## src/rtl/rac_pkg.sv

```systemverilog
// package for the region attribute configuration bank
package rac_pkg;
    localparam logic [11:0] ADDR_WORD_11 = 12'h7EB;
    localparam logic [11:0] ADDR_WORD_12 = 12'h7EC;
    localparam logic [11:0] ADDR_WORD_13 = 12'h7ED;
    localparam logic [11:0] ADDR_WORD_14 = 12'h7EE;
    localparam logic [11:0] ADDR_WORD_15 = 12'h7EF;
    localparam int FIRST_REGION = 44;
    localparam int NUM_REGIONS = 20;
    localparam int SPEC_BIT = 3;
    localparam logic [2:0] CODE_CACHEABLE = 3'h0;
    localparam logic [2:0] CODE_UNCACHEABLE = 3'h2;
    localparam logic [2:0] CODE_UNCACHED_ACCEL = 3'h3;
    localparam logic [7:0] BYTE_RESET = 8'h00;
    localparam logic [63:0] WORD_RESET = 64'h0000000000000000;

    typedef struct packed {
        logic [3:0] reserved;
        logic spec_en;
        logic [2:0] cacheability_code;
    } rac_byte_s;

    typedef struct packed {
        logic cacheable;
        logic coherent;
        logic uncacheable;
        logic accelerated;
        logic spec_en;
        logic illegal;
    } rac_attr_s;

    typedef struct packed {
        logic wr;
        logic rd;
        logic [11:0] addr;
        logic [63:0] wdata;
    } rac_csr_req_s;
endpackage : rac_pkg

```

## src/rtl/rac_top.sv

```systemverilog
// region attribute configuration bank for regions 44 to 63
`timescale 1ns/1ps
`default_nettype none
// Functional notes
// - word 12 sits at 0x7EC and is 64 bits in the 64-bit format, 32 bits in the 32-bit one.
// - word 13 at 0x7ED exists only in the 32-bit format.
// - word 14 sits at 0x7EE with width following the active format.
// - word 15 at 0x7EF exists only in the 32-bit format.
// - in the 64-bit format word 12 holds regions 55 to 52 in bits 63:32.
// - word 12 bits 31:0 hold regions 51 to 48 in both formats.
// - the 32-bit word 11 holds regions 47 to 44, region 44 lowest.
// - the 32-bit word 13 holds regions 55 to 52, region 52 lowest.
// - in the 64-bit format word 14 holds regions 63 to 56, region 56 lowest.
// - the 32-bit word 15 holds regions 63 to 60, region 60 lowest.
// - every region byte uses one shared encoding of speculation and cacheability.
// - bit 3 enables speculation, bits 7:4 are reserved yet writable.
// - code 000 means cacheable, and coherent on coherent cores.
// - code 010 means uncacheable.
// - code 011 means uncached accelerated.
module rac_top (
    input wire logic mclk, // clock, 200 MHz
    input wire logic rst, // sync reset, active high
    input wire logic fmt64, // 1: 64-bit format, 0: 32-bit format
    input wire logic coherent_core, // core has cache coherency
    input wire logic csr_wr, // register write strobe
    input wire logic csr_rd, // register read strobe
    input wire logic [11:0] csr_addr, // register address
    input wire logic [63:0] csr_wdata, // write data
    input wire logic [5:0] lookup_region, // region to decode
    output logic [63:0] csr_rdata, // read data, registered
    output logic csr_hit, // address implemented, registered
    output rac_pkg::rac_attr_s lookup_attr // decoded attributes, registered
);
    rac_pkg::rac_csr_req_s req;
    logic [19:0] byte_we;
    logic [159:0] byte_wdata;
    logic [159:0] byte_q;
    logic [63:0] rdata_next;
    logic hit_next;
    logic [7:0] sel_byte;
    rac_pkg::rac_attr_s attr_dec;
    logic [4:0] lidx;
    logic lin_range;

    assign req = '{wr: csr_wr, rd: csr_rd, addr: csr_addr, wdata: csr_wdata};

    // write steering: each word maps onto a run of region bytes set by its address and the active format
    always_comb begin
        byte_we = '0;
        byte_wdata = '0;
        if (req.wr) begin
            unique case (req.addr)
                rac_pkg::ADDR_WORD_11: begin
                    if (!fmt64) begin
                        byte_we[3:0] = 4'hF;
                        byte_wdata[31:0] = req.wdata[31:0];
                    end
                end
                rac_pkg::ADDR_WORD_12: begin
                    byte_we[7:4] = 4'hF;
                    byte_wdata[63:32] = req.wdata[31:0];
                    if (fmt64) begin
                        byte_we[11:8] = 4'hF;
                        byte_wdata[95:64] = req.wdata[63:32];
                    end
                end
                rac_pkg::ADDR_WORD_13: begin
                    if (!fmt64) begin
                        byte_we[11:8] = 4'hF;
                        byte_wdata[95:64] = req.wdata[31:0];
                    end
                end
                rac_pkg::ADDR_WORD_14: begin
                    byte_we[15:12] = 4'hF;
                    byte_wdata[127:96] = req.wdata[31:0];
                    if (fmt64) begin
                        byte_we[19:16] = 4'hF;
                        byte_wdata[159:128] = req.wdata[63:32];
                    end
                end
                rac_pkg::ADDR_WORD_15: begin
                    if (!fmt64) begin
                        byte_we[19:16] = 4'hF;
                        byte_wdata[159:128] = req.wdata[31:0];
                    end
                end
                default: byte_we = '0;
            endcase
        end
    end

    rac_store u_store (
        .mclk(mclk),
        .rst(rst),
        .byte_we(byte_we),
        .byte_wdata(byte_wdata),
        .byte_q(byte_q)
    );

    // read mux; words absent in the current format read zero with no hit
    always_comb begin
        rdata_next = '0;
        hit_next = 1'b0;
        unique case (req.addr)
            rac_pkg::ADDR_WORD_11: begin
                hit_next = !fmt64;
                if (!fmt64) rdata_next[31:0] = byte_q[31:0];
            end
            rac_pkg::ADDR_WORD_12: begin
                hit_next = 1'b1;
                rdata_next[31:0] = byte_q[63:32];
                if (fmt64) rdata_next[63:32] = byte_q[95:64];
            end
            rac_pkg::ADDR_WORD_13: begin
                hit_next = !fmt64;
                if (!fmt64) rdata_next[31:0] = byte_q[95:64];
            end
            rac_pkg::ADDR_WORD_14: begin
                hit_next = 1'b1;
                rdata_next[31:0] = byte_q[127:96];
                if (fmt64) rdata_next[63:32] = byte_q[159:128];
            end
            rac_pkg::ADDR_WORD_15: begin
                hit_next = !fmt64;
                if (!fmt64) rdata_next[31:0] = byte_q[159:128];
            end
            default: hit_next = 1'b0;
        endcase
    end

    always_ff @(posedge mclk) begin
        if (rst) begin
            csr_rdata <= rac_pkg::WORD_RESET;
            csr_hit <= 1'b0;
        end else begin
            csr_rdata <= req.rd ? rdata_next : rac_pkg::WORD_RESET;
            csr_hit <= (req.rd | req.wr) & hit_next;
        end
    end

    // lookup: regions outside 44..63 belong to other banks and decode as zero
    assign lin_range = (lookup_region >= 6'(rac_pkg::FIRST_REGION));
    assign lidx = 5'(lookup_region - 6'(rac_pkg::FIRST_REGION));
    assign sel_byte = lin_range ? byte_q[lidx*8 +: 8] : 8'h00;

    rac_decode u_decode (
        .attr_byte(sel_byte),
        .coherent_core(coherent_core),
        .attr(attr_dec)
    );

    always_ff @(posedge mclk) begin
        if (rst) begin
            lookup_attr <= '0;
        end else begin
            lookup_attr <= lin_range ? attr_dec : '0;
        end
    end
endmodule // rac_top
`default_nettype wire

```

## src/rtl/rac_decode.sv

```systemverilog
// decodes one region attribute byte into access attributes
`timescale 1ns/1ps
`default_nettype none
module rac_decode (
    input wire logic [7:0] attr_byte, // raw region attribute byte
    input wire logic coherent_core, // core supports coherency
    output rac_pkg::rac_attr_s attr // decoded attributes
);
    rac_pkg::rac_byte_s b;
    assign b = rac_pkg::rac_byte_s'(attr_byte);
    always_comb begin
        attr = '0;
        attr.spec_en = b.spec_en;
        unique case (b.cacheability_code)
            rac_pkg::CODE_CACHEABLE: begin
                attr.cacheable = 1'b1;
                attr.coherent = coherent_core;
            end
            rac_pkg::CODE_UNCACHEABLE: attr.uncacheable = 1'b1;
            rac_pkg::CODE_UNCACHED_ACCEL: begin
                attr.uncacheable = 1'b1;
                attr.accelerated = 1'b1;
            end
            // reserved codes: software must not use them, treated as uncached
            default: begin
                attr.uncacheable = 1'b1;
                attr.illegal = 1'b1;
            end
        endcase
    end
endmodule // rac_decode
`default_nettype wire

```

## src/rtl/rac_store.sv

```systemverilog
// storage of the twenty region attribute bytes, one byte lane each
`timescale 1ns/1ps
`default_nettype none
module rac_store (
    input wire logic mclk, // clock
    input wire logic rst, // sync reset, active high
    input wire logic [19:0] byte_we, // per-region write strobes
    input wire logic [159:0] byte_wdata, // write data, region 44 lowest
    output logic [159:0] byte_q // stored bytes, region 44 lowest
);
    genvar i;
    generate
        for (i = 0; i < rac_pkg::NUM_REGIONS; i++) begin : g_byte
            // one private register per lane keeps a single writer per variable
            logic [7:0] lane_reg;
            always_ff @(posedge mclk) begin
                if (rst) begin
                    lane_reg <= rac_pkg::BYTE_RESET;
                end else if (byte_we[i]) begin
                    lane_reg <= byte_wdata[i*8 +: 8];
                end
            end
            assign byte_q[i*8 +: 8] = lane_reg;
        end
    endgenerate
endmodule // rac_store
`default_nettype wire

```

## config.mk

```make
export PLATFORM = sky130hd
export DESIGN_NAME = rac_top
export DESIGN_NICKNAME = d
export VERILOG_FILES = /design/src/rtl/rac_pkg.sv /design/src/rtl/rac_top.sv /design/src/rtl/rac_decode.sv /design/src/rtl/rac_store.sv
export SDC_FILE = /design/constraint.sdc
export NUM_CORES = 1
export LEC_CHECK = 0
export BUFFER_PORTS_ARGS = -buffer_cell sky130_fd_sc_hd__buf_2
export CAP_MARGIN = 30
export CORE_AREA = 2 2 125 176
export DETAILED_ROUTE_END_ITERATION = 10
export DIE_AREA = 0 0 127 178
export GPL_ROUTABILITY_DRIVEN = 1
export GPL_TIMING_DRIVEN = 0
export PLACE_DENSITY = 0.86
export SLEW_MARGIN = 10
export SYNTH_ARGS = -nofsm -noshare
export SYNTH_HDL_FRONTEND = slang
export SYNTH_HIERARCHICAL = 1
export SYNTH_SLANG_ARGS = --single-unit
```

## constraint.sdc

```tcl
create_clock -name mclk -period 2.6 [get_ports mclk]
set_input_delay 0.26 -clock mclk [delete_from_list [all_inputs] [get_ports mclk]]
set_output_delay 0.26 -clock mclk [all_outputs]
set_load 0.02 [all_outputs]
```

# Yosys cells after proc, flatten, opt, wreduce, memory -nomap -nowiden

Index checks and enable logic that the tools add are counted.

Word-level logic and storage cells: 80
RAM bits: 0
ROM bits: 0
Register bits after elaboration: 231
Output and inout bits: 71
Memories: 0
Latch bits: 0

Magnitude comparators: 1
$mul: 0
Bitwise logic cells: 5
Add/subtract/negate cells: 1
Mux-type cells: 29
Divide/modulo/power cells: 0
Shift operators: 1
Equal/unequal tests: 7
Reduce and logical (&&, ||, !) cells: 8

Operators with widths:

| operator                                                                 | count |
|---|---|
| 32-bit two-way mux                                                       | 10 |
| 32-bit case mux with 2 select lines                                      | 3 |
| 160-bit two-way mux                                                      | 1 |
| 32-bit case mux with 5 select lines                                      | 1 |
| 160-bit by 9-bit variable part select with 4-bit output                  | 1 |
| 12-bit by 11-bit equality test with 1-bit output (second input constant) | 5 |
| 20-bit two-way mux                                                       | 1 |
| 4-bit two-way mux                                                        | 5 |
| 4-bit case mux with 2 select lines                                       | 2 |
| 3-bit OR reduction                                                       | 3 |
| 3-bit by 2-bit equality test with 1-bit output (second input constant)   | 2 |
| 6-bit >= comparator (second input constant)                              | 1 |
| 2-bit OR reduction                                                       | 3 |
| 5-bit by 4-bit subtractor with 5-bit output (second input constant)      | 1 |
| 3-bit logical NOT                                                        | 1 |
| 1-bit two-way mux                                                        | 3 |
| 3-bit two-way mux                                                        | 1 |
| 1-bit inverter                                                           | 3 |
| 2-bit two-way mux                                                        | 1 |
| 1-bit case mux with 2 select lines                                       | 1 |
| 1-bit AND                                                                | 1 |
| 1-bit logical NOT                                                        | 1 |
| 1-bit OR                                                                 | 1 |

# Longest topological paths before layout

Gate-level depths: netlist of the first run.

Depth after elaboration: 6
Depth in mapped cells: 11
Depth with buffers taken out: 9

# Cells and area by module

Netlist of the first run, hierarchy kept.

Modules (own cells, without submodules):

| module     | area an instance (µm²) | times used | cells an instance |
|---|---|---|---|
| rac_top    | 6278.5                 | 1          | 676 |
| rac_store  | 5739.3                 | 1          | 518 |
| rac_decode | 46.3                   | 1          | 8 |

# Worst setup path after synthesis of the first run

No wires, ideal clock.

Kind: input to register
Start: input lookup_region[1]
End: register lookup_attr[4] (netlist bit)
Path slack: 585 ps
Arrival: 1947 ps
Stages: 10
Buffers on the path: 2
Cell sequence: buf_4 > buf_2 > mux4_1 > mux2_2 > a22oi_1 > nand2_1 > nor3_2 > and2_1 > inv_1 > nor2_1

Longest elaborated chain between the ends: 6
Elaborated cells on any way between the ends: 8
Classes of those cells: 1 x add/sub; 1 x order compare; 1 x shift; 1 x mux; 2 x bitwise; 2 x reduce/logical

RTL lines:

| element                                                 | RTL line         | source |
|---|---|---|
| start: declaration                                      | rac_top.sv:29    | `input wire logic [5:0] lookup_region,` |
| 5-bit by 4-bit subtractor with 5-bit output             | rac_top.sv:143   | `assign lidx = 5'(lookup_region - 6'(rac_pkg::FIRST_REGION));` |
| 160-bit by 9-bit variable part select with 4-bit output | rac_top.sv:144   | `assign sel_byte = lin_range ? byte_q[lidx*8 +: 8] : 8'h00;` |
| 3-bit two-way mux (*)                                   | rac_top.sv:144   |  |
| via sel_byte[1]                                         | rac_top.sv:40    | `logic [7:0] sel_byte;` |
| 3-bit logical NOT (*)                                   | rac_decode.sv:14 | `unique case (b.cacheability_code)` |
| 1-bit inverter (no source line) (*)                     | -                |  |
| 3-bit OR reduction (no source line) (*)                 | -                |  |
| end signal: assignment                                  | rac_top.sv:156   | `lookup_attr <= lin_range ? attr_dec : '0;` |
| end: declaration                                        | rac_top.sv:32    | `output rac_pkg::rac_attr_s lookup_attr` |

Mark *: on every way through the listed nets, which the timed path passes. The rest lies on a longest branch.
A chain may end at the register's enable or synchronous reset.

# Final worst setup path of the first run

Start: input fmt64
End: register u_store.g_byte[9].lane_reg[7]

Longest elaborated chain between the ends: 3
Elaborated cells on any way between the ends: 8
Classes of those cells: 8 x mux

RTL lines:

| element                                                                                   | RTL line        | source |
|---|---|---|
| start: declaration                                                                        | rac_top.sv:23   | `input wire logic fmt64,` |
| 32-bit two-way mux, or another cell as far along                                          | rac_top.sv:68   | `if (!fmt64) begin` |
| 32-bit case mux with 2 select lines or 4-bit case mux with 2 select lines (tied branches) | rac_top.sv:52   | `unique case (req.addr)` |
| 160-bit two-way mux or 20-bit two-way mux (tied branches)                                 | rac_top.sv:51   | `if (req.wr) begin` |
| end signal: assignment                                                                    | rac_store.sv:18 | `lane_reg <= rac_pkg::BYTE_RESET;` |
| end signal: assignment                                                                    | rac_store.sv:20 | `lane_reg <= byte_wdata[i*8 +: 8];` |
| end: declaration                                                                          | rac_store.sv:15 | `logic [7:0] lane_reg;` |

Several ways; a longest one is shown, not always the timed one.

==> results summary, run 1 <==
The area of the placeable core is 20970 µm². For this design the top-level I/O count stands at 159. The data required time at the worst endpoint is 3.00 ns. The number of buffers added by the clock tree synthesis step came out at 23. The power per standard cell area is 572.6 nW/µm². The overflow left after global routing is 0.

The post-detailed-route count of antenna-violating nets is 0. The worst register-to-register path ends at lookup_attr[4]. The final critical delay including setup and external delays is 2.217 ns. The number of standard cells after synthesis came out at 1158. The final RePlAce weighted congestion came out at 1.066. STA classifies the critical path startpoint as a primary input. In this design, the critical path's most frequently occurring cell is sky130_fd_sc_hd__nor2_1. The final hold violation count came out at 0. The library cells used most frequently in the layout, excluding fill and tap cells, are sky130_fd_sc_hd__dfxtp_1, sky130_fd_sc_hd__nor2_1, sky130_fd_sc_hd__buf_2. The clock root buffer is sky130_fd_sc_hd__clkbuf_16. The path class of the lowest-slack min-delay path is primary input to flip-flop.

The flow ran to the end, and the final reports show no timing, DRC or antenna violations. The slack of the worst reg-to-reg path came out at 0.43 ns. The final-layout setup total negative slack came out at 0 ns.

The path with the worst hold slack has its endpoint at lookup_attr[4]. The clock reaches the later pin of the worst-skew pair after 0.52 ns. The final number of max-transition violations is 0. The worst setup skew after layout is 0.01119 ns. The worst stage delay on the critical path came out at 0.70 ns. The via count of the first global-routing pass was 10284. The number of flip-flops in the largest register is 160. For the worst setup path, the data arrival time is 2.61 ns. The total setup violations reported at the end of the flow is 0. The mean post-synth cell area came out at 9.892 µm².

The wire length after detailed routing is 42.97 mm. Measured against its own limit, the worst slew margin works out to 30.10%. In this run the post-CTS setup repair buffer count came out at 0. For the worst flop-to-flop path, the logic depth is 8.

The start point of the worst min-delay path is coherent_core. The vertical die dimension is 178 µm. In the final design database the tool counted 1429 nets.

The average wire per standard cell is 26.61 µm. The number of antenna violations at the first check in global routing came out at 1. The filler cells instantiated in the layout total 1727.

The area added between synthesis and finish came out at 17.02%. The transition time at the pin with the least slew margin came out at 1.048 ns. Using the TritonRoute via totals, the vias-per-cell ratio works out to 6.520. The clock net in this run drives a total of 231 sinks. Walking the worst path, the cells encountered are buf_2, clkbuf_1, xor2_1, nand3_1, nor2_1, buf_4, mux2i_1, nor2_1. Setup repair after global routing left no endpoint under its margin.

The global-route wire length before repair came out at 62.53 mm. The maximum vdd ir drop came out at 460.5 µV. For this run, the top clock speed supported by timing is 451.1 MHz.

The effective utilization at floorplan is 54.63%. The count of inserted antenna diode cells is 0. The count of buffers inserted at the top-level ports came out at 156. The number of gates resized after CTS is 0. The floorplan step defined a die boundary enclosing 22610 µm². The worst register-to-register path begins at u_store/g_byte[8].lane_reg[1]. For this run, design rule violations remaining after detail routing come to 0. The fraction of layout instances using a drive strength above 1 came out at 25.54%. TritonCTS built the clock tree. At the end of the flow the core is filled with cells to 63.93%. The H-tree depth is 1. The largest fanout on the critical path came out at 10. The endpoint class of the critical path is a flip-flop. The max-cap check violation count is 0. In this run the static leakage power is 5.174 nW.

When the netlist entered floorplanning its net count stood at 1247. The total number of vias came out at 10529. The violation count after the first detailed-route iteration came out at 1358. The row count is 63. The die span in x is 127 µm. In this run, post-CTS hold repair placed 0 buffers. After layout, the worst path uses 85.27% of the clock period.

Entering global routing, the biggest net connects 16 pins. Summing every instance area after synthesis gives 11450 µm². Clock-pin slew was measured on the worst setup and hold paths at 0.06 ns.

The global routing usage summed across all routing layers came out at 37.16%. The longest clock path from root to sink contains 3 buffers. The worst hold path was traced through 4 stages.

The HPWL after detailed placement came out at 30.45 mm. The worst-path cell with the longest stage delay is sky130_fd_sc_hd__nor2_1. For this run, the detailed router's first-pass iteration total came to 7. The most common cell after layout, fill and taps aside is sky130_fd_sc_hd__dfxtp_1. The Yosys step of the flow raised 6 warnings. The type of the worst setup path is primary input to flip-flop.
## critical path: cells and delay by family
family / cells / cell delay, ns
xor gates and xnor gates: 1 / 0.20
buffers and inverters: 3 / 1.07
and+or+nand+nor: 3 / 0.86
muxes: 1 / 0.22
## cell type report
type	instances	area, µm²	area share, %
buffer	121	726.9	5.423
clock buffer	30	671.9	5.013
clock inverter	10	160.2	1.195
inverter	10	37.54	0.2800
multi-input combinational	796	6066	45.25
sequential	231	4624	34.50
tap	260	325.3	2.427
timing repair buffer	157	792.0	5.909
## stage by stage
step                hold WS, ns  instance area, µm²  total power, mW  std cells  worst slack [ns]
global route            0.08639               13400            7.810       1615            0.3183
floorplan                0.4190               11450            3.818       1158            0.6469
global placement         0.4722               12560            4.054       1574           0.01109
detailed placement       0.4819               12560            4.058       1574           0.01301
CTS                     0.05868               13390            7.647       1614            0.4503
finish                  0.05717               13400            7.676       1615            0.3831
## per-layer routing
layer	up-vias	routed length (µm)	GRT usage, %
li1	4536	-	-
met4	0	3818	26.33
met5	-	0	0
met2	736	20120	63.06
met3	250	3957	5.669
met1	5007	15080	42.75
## worst max-delay path by stage
stage	startpoint	to	slack, ns	cells past startpoint
3_5_place_dp	fmt64	u_store/g_byte[9].lane_reg[7]	0.01	8
6_report	fmt64	u_store/g_byte[9].lane_reg[7]	0.38	8
5_1_grt	u_store/g_byte[8].lane_reg[1]	lookup_attr[4]	0.32	8
2_1_floorplan	lookup_region[2]	lookup_attr[4]	0.65	9
4_1_cts	u_store/g_byte[8].lane_reg[1]	lookup_attr[4]	0.45	8
3_3_place_gp	fmt64	u_store/g_byte[9].lane_reg[7]	0.01	8
## where the power goes
part / internal (mW) / total [mW] / leakage, nW / switching, mW
logic: 0.135 / 0.459 / 2.90 / 0.324
clock network: 2.22 / 3.68 / 0.411 / 1.46
registers: 3.54 / 3.54 / 1.86 / 0.000467
total: 5.89 / 7.68 / 5.17 / 1.78
(Power assumes the default switching activity.)
==> inputs of run 2 (changes only) <==
- CORE_AREA: 2 2 125 176 -> 2 2 131 184
- DIE_AREA: 0 0 127 178 -> 0 0 133 186
- PLACE_DENSITY: 0.86 -> 0.83
- clock period: 2.6 -> 1.95 ns (I/O delays scaled with it)
==> results summary, run 2 (same netlist as run 1, synthesis figures left out) <==
The run finished, with violations left. The final reports fail on setup timing. The number of design rule violations left after detail routing came out at 0 (unchanged).

The headroom to the max-slew limit is 30.45% (+0.34 points). The overflow left after global routing is 0 (unchanged). The final cycle utilization of the critical path came out at 111.6%. The transition time at the pin with the least slew margin came out at 1.043 ns (-0.005165 ns). The number of standard cells in the layout, taps in and fillers out came to 1667 (+3.2%). The count of TritonRoute iterations in the first routing pass came out at 6 (-1). The number of placed cells counting well taps came out at 1620 (+2.9%). The count of inserted antenna diode cells was 0 (unchanged).

The endpoint class of the critical path is a flip-flop. The kind of launch point of the worst setup path is a primary input. The fraction of layout instances using a drive strength above 1 came out at 27.55% (+2.0 points). The count of buffers inserted at the top-level ports was 156 (unchanged).

The path class of the tightest hold or removal check is primary input to flip-flop. The max-cap check violation count came out at 0 (unchanged). The later-pin clock latency in the skew report came out at 0.53 ns (about the same). The slack of the worst reg-to-reg path was -0.04 ns (-0.47 ns).

The total setup violations reported at the end of the flow is 66 (+66). The total clock sinks was 231 (unchanged). The number of flip-flops in the largest register came to 160 (unchanged).

The data required time at the worst endpoint came out at 2.37 ns (-0.63 ns). The area of the placeable core is 23040 µm² (+9.9%). Static timing analysis puts the maximum clock frequency at 459.5 MHz. The maximum vdd ir drop is 584.1 µV (+27%). The least setup slack across all paths after layout came to -0.2263 ns (-0.6094 ns). The post-layout net count is 1437 (+0.56%). The total I/O pin count is 159 (unchanged). The wire length after detailed routing was 43.15 mm (+0.42%). The number of vias per cell is 6.279 (-3.7%). The via count of the first global-routing pass came out at 10474 (+1.8%). The end of the critical path is u_store/g_byte[9].lane_reg[6]. The worst setup skew after layout came out at 0.01772 ns (+0.006533 ns). The effective utilization at floorplan came to 49.72% (-4.9 points). The worst register-to-register path begins at u_store/g_byte[10].lane_reg[0].

The final hold violation count was 0 (unchanged). The number of antenna violations at the first check in global routing is 1 (unchanged). The tree is rooted in a sky130_fd_sc_hd__clkbuf_16. The global routing usage summed across all routing layers was 34.11% (-3.1 points).

The violation count after the first detailed-route iteration came out at 1030 (-24%). The largest fanout on the critical path is 10 (unchanged). The area of combinational cells with multiple inputs is 6085 µm² (+0.31%). The library cells used most frequently in the layout, excluding fill and tap cells, are sky130_fd_sc_hd__nor2_1, sky130_fd_sc_hd__dfxtp_1, sky130_fd_sc_hd__buf_2.

The die span in x came to 133 µm (+4.7%). The global-route wire length before repair is 62.65 mm (+0.20%). The worst-case clock buffer depth came to 3 (unchanged).

The endpoint of the worst-slack reg-to-reg timing path is lookup_attr[4]. The most critical setup path has its startpoint at fmt64. The final RePlAce weighted congestion is 1.037 (-2.7%).

The clock-pin slew reported for the worst setup and hold paths after clock tree synthesis is 0.06 ns (about the same). The average wire per standard cell was 25.89 µm (-2.7%). The HPWL after detailed placement came to 30.36 mm (-0.29%). The register cell area after layout is 4658 µm² (+0.73%). The data arrival time of the critical path is 2.59 ns (-0.02 ns). The final critical delay including setup and external delays came out at 2.176 ns. The power per standard cell area is 716.3 nW/µm² (+25%).

The row count came to 66 (+4.8%). The total leakage power came to 5.127 nW (-0.91%). The pin count of the biggest net entering global routing was 14 (-2). From synthesis to final layout, the design area changed by 17.56%.

The setup path with the least slack is of type primary input to flip-flop. The cell depth of the worst flop-to-flop path was 8 (unchanged). The final number of max-transition violations came out at 0 (unchanged). The die footprint is 24740 µm² (+9.4%). Setup repair after global routing could not meet its margin everywhere. The total number of vias came to 10467 (-0.59%). The final-layout setup total negative slack is -9.945 ns (-9.945 ns). The vertical die dimension is 186 µm (+4.5%). The TritonCTS clock tree is yes. The post-detailed-route count of antenna-violating nets is 0 (unchanged). The number of buffers added by the clock tree synthesis step was 23 (unchanged).

The final-layout fill cell count is 2000 (+16%). The H-tree depth is 1 (unchanged). The post-layout total power is 9.647 mW (+26%).
-- run 2: cell types whose count changed in the layout (fill, tap and decap cells not counted), moves of 6 or more --
cell                      change
sky130_fd_sc_hd__mux4_2       +6
sky130_fd_sc_hd__mux4_1       -6
sky130_fd_sc_hd__dfxtp_1     -15
sky130_fd_sc_hd__dfxtp_4      +6
sky130_fd_sc_hd__dfxtp_2      +9
sky130_fd_sc_hd__buf_4        +6
-- run 2: critical path: stages --
cell,delay (ns)
sky130_fd_sc_hd__buf_2,0.20
sky130_fd_sc_hd__clkbuf_1,0.52
sky130_fd_sc_hd__xor2_1,0.20
sky130_fd_sc_hd__nand3_1,0.11
sky130_fd_sc_hd__nor2_1,0.67
sky130_fd_sc_hd__buf_4,0.37
sky130_fd_sc_hd__mux2i_1,0.26
sky130_fd_sc_hd__nor2_1,0.06
-- run 2: how the worst min path moves through the flow --
stage | from | to | slack (ns) | cells past startpoint
after floorplan | csr_addr[3] | csr_hit | 0.35 | 2
after global placement | u_store/g_byte[6].lane_reg[5] | u_store/g_byte[6].lane_reg[5] | 0.47 | 2
after detailed placement | u_store/g_byte[7].lane_reg[6] | u_store/g_byte[7].lane_reg[6] | 0.48 | 2
after CTS | rst | csr_hit | 0.03 | 4
after global routing | coherent_core | lookup_attr[4] | 0.04 | 4
final | coherent_core | lookup_attr[4] | 0.009 | 4
-- run 2: layout make-up --
| class | instances | share of cell area, % |
|---|---|---|
| well taps | 306 | 2.843 |
| multi-input cells | 796 | 45.18 |
| clock inverters | 3 | 0.1765 |
| repair buffers | 165 | 6.374 |
| inverters | 10 | 0.2787 |
| clock buffers | 35 | 5.129 |
| flip-flops and latches | 231 | 34.59 |
| plain buffers | 121 | 5.426 |
-- run 2: stage by stage --
step | worst slack (ns) | cell area [µm²] | utilization (%) | hold slack (ns)
2_1_floorplan | 0.06192 | 11450 | - | 0.3540
3_3_place_gp | -0.5790 | 12620 | 54.77 | 0.4726
3_5_place_dp | -0.5824 | 12620 | 54.77 | 0.4811
4_1_cts | -0.05927 | 13410 | 58.22 | 0.02538
5_1_grt | -0.1896 | 13470 | 58.45 | 0.03635
6_report | -0.2263 | 13470 | 58.45 | 0.008886
-- run 2: metal layers --
metal | global-route usage (%) | share of wire (%) | wire, µm
met5 | 0 | 0 | 0
met4 | 27.74 | 9.2 | 3972
met3 | 7.244 | 9.2 | 3982
met2 | 57.66 | 47 | 20290
met1 | 36.90 | 35 | 14900
-- run 2: where the power goes --
group	leakage [nW]	internal (mW)	switching [mW]
Clock	0.344	2.43	1.89
Sequential	1.87	4.71	0.000736
Combinational	2.91	0.185	0.431
Total	5.13	7.32	2.32
-- run 2: timing repair --
item	in CTS	in global routing
hold endpoints to repair	1	0
pin swaps	7	9
hold buffers	1	0
endpoints found under the setup margin	59	131
gates resized for setup	25	17
setup buffers	3	4
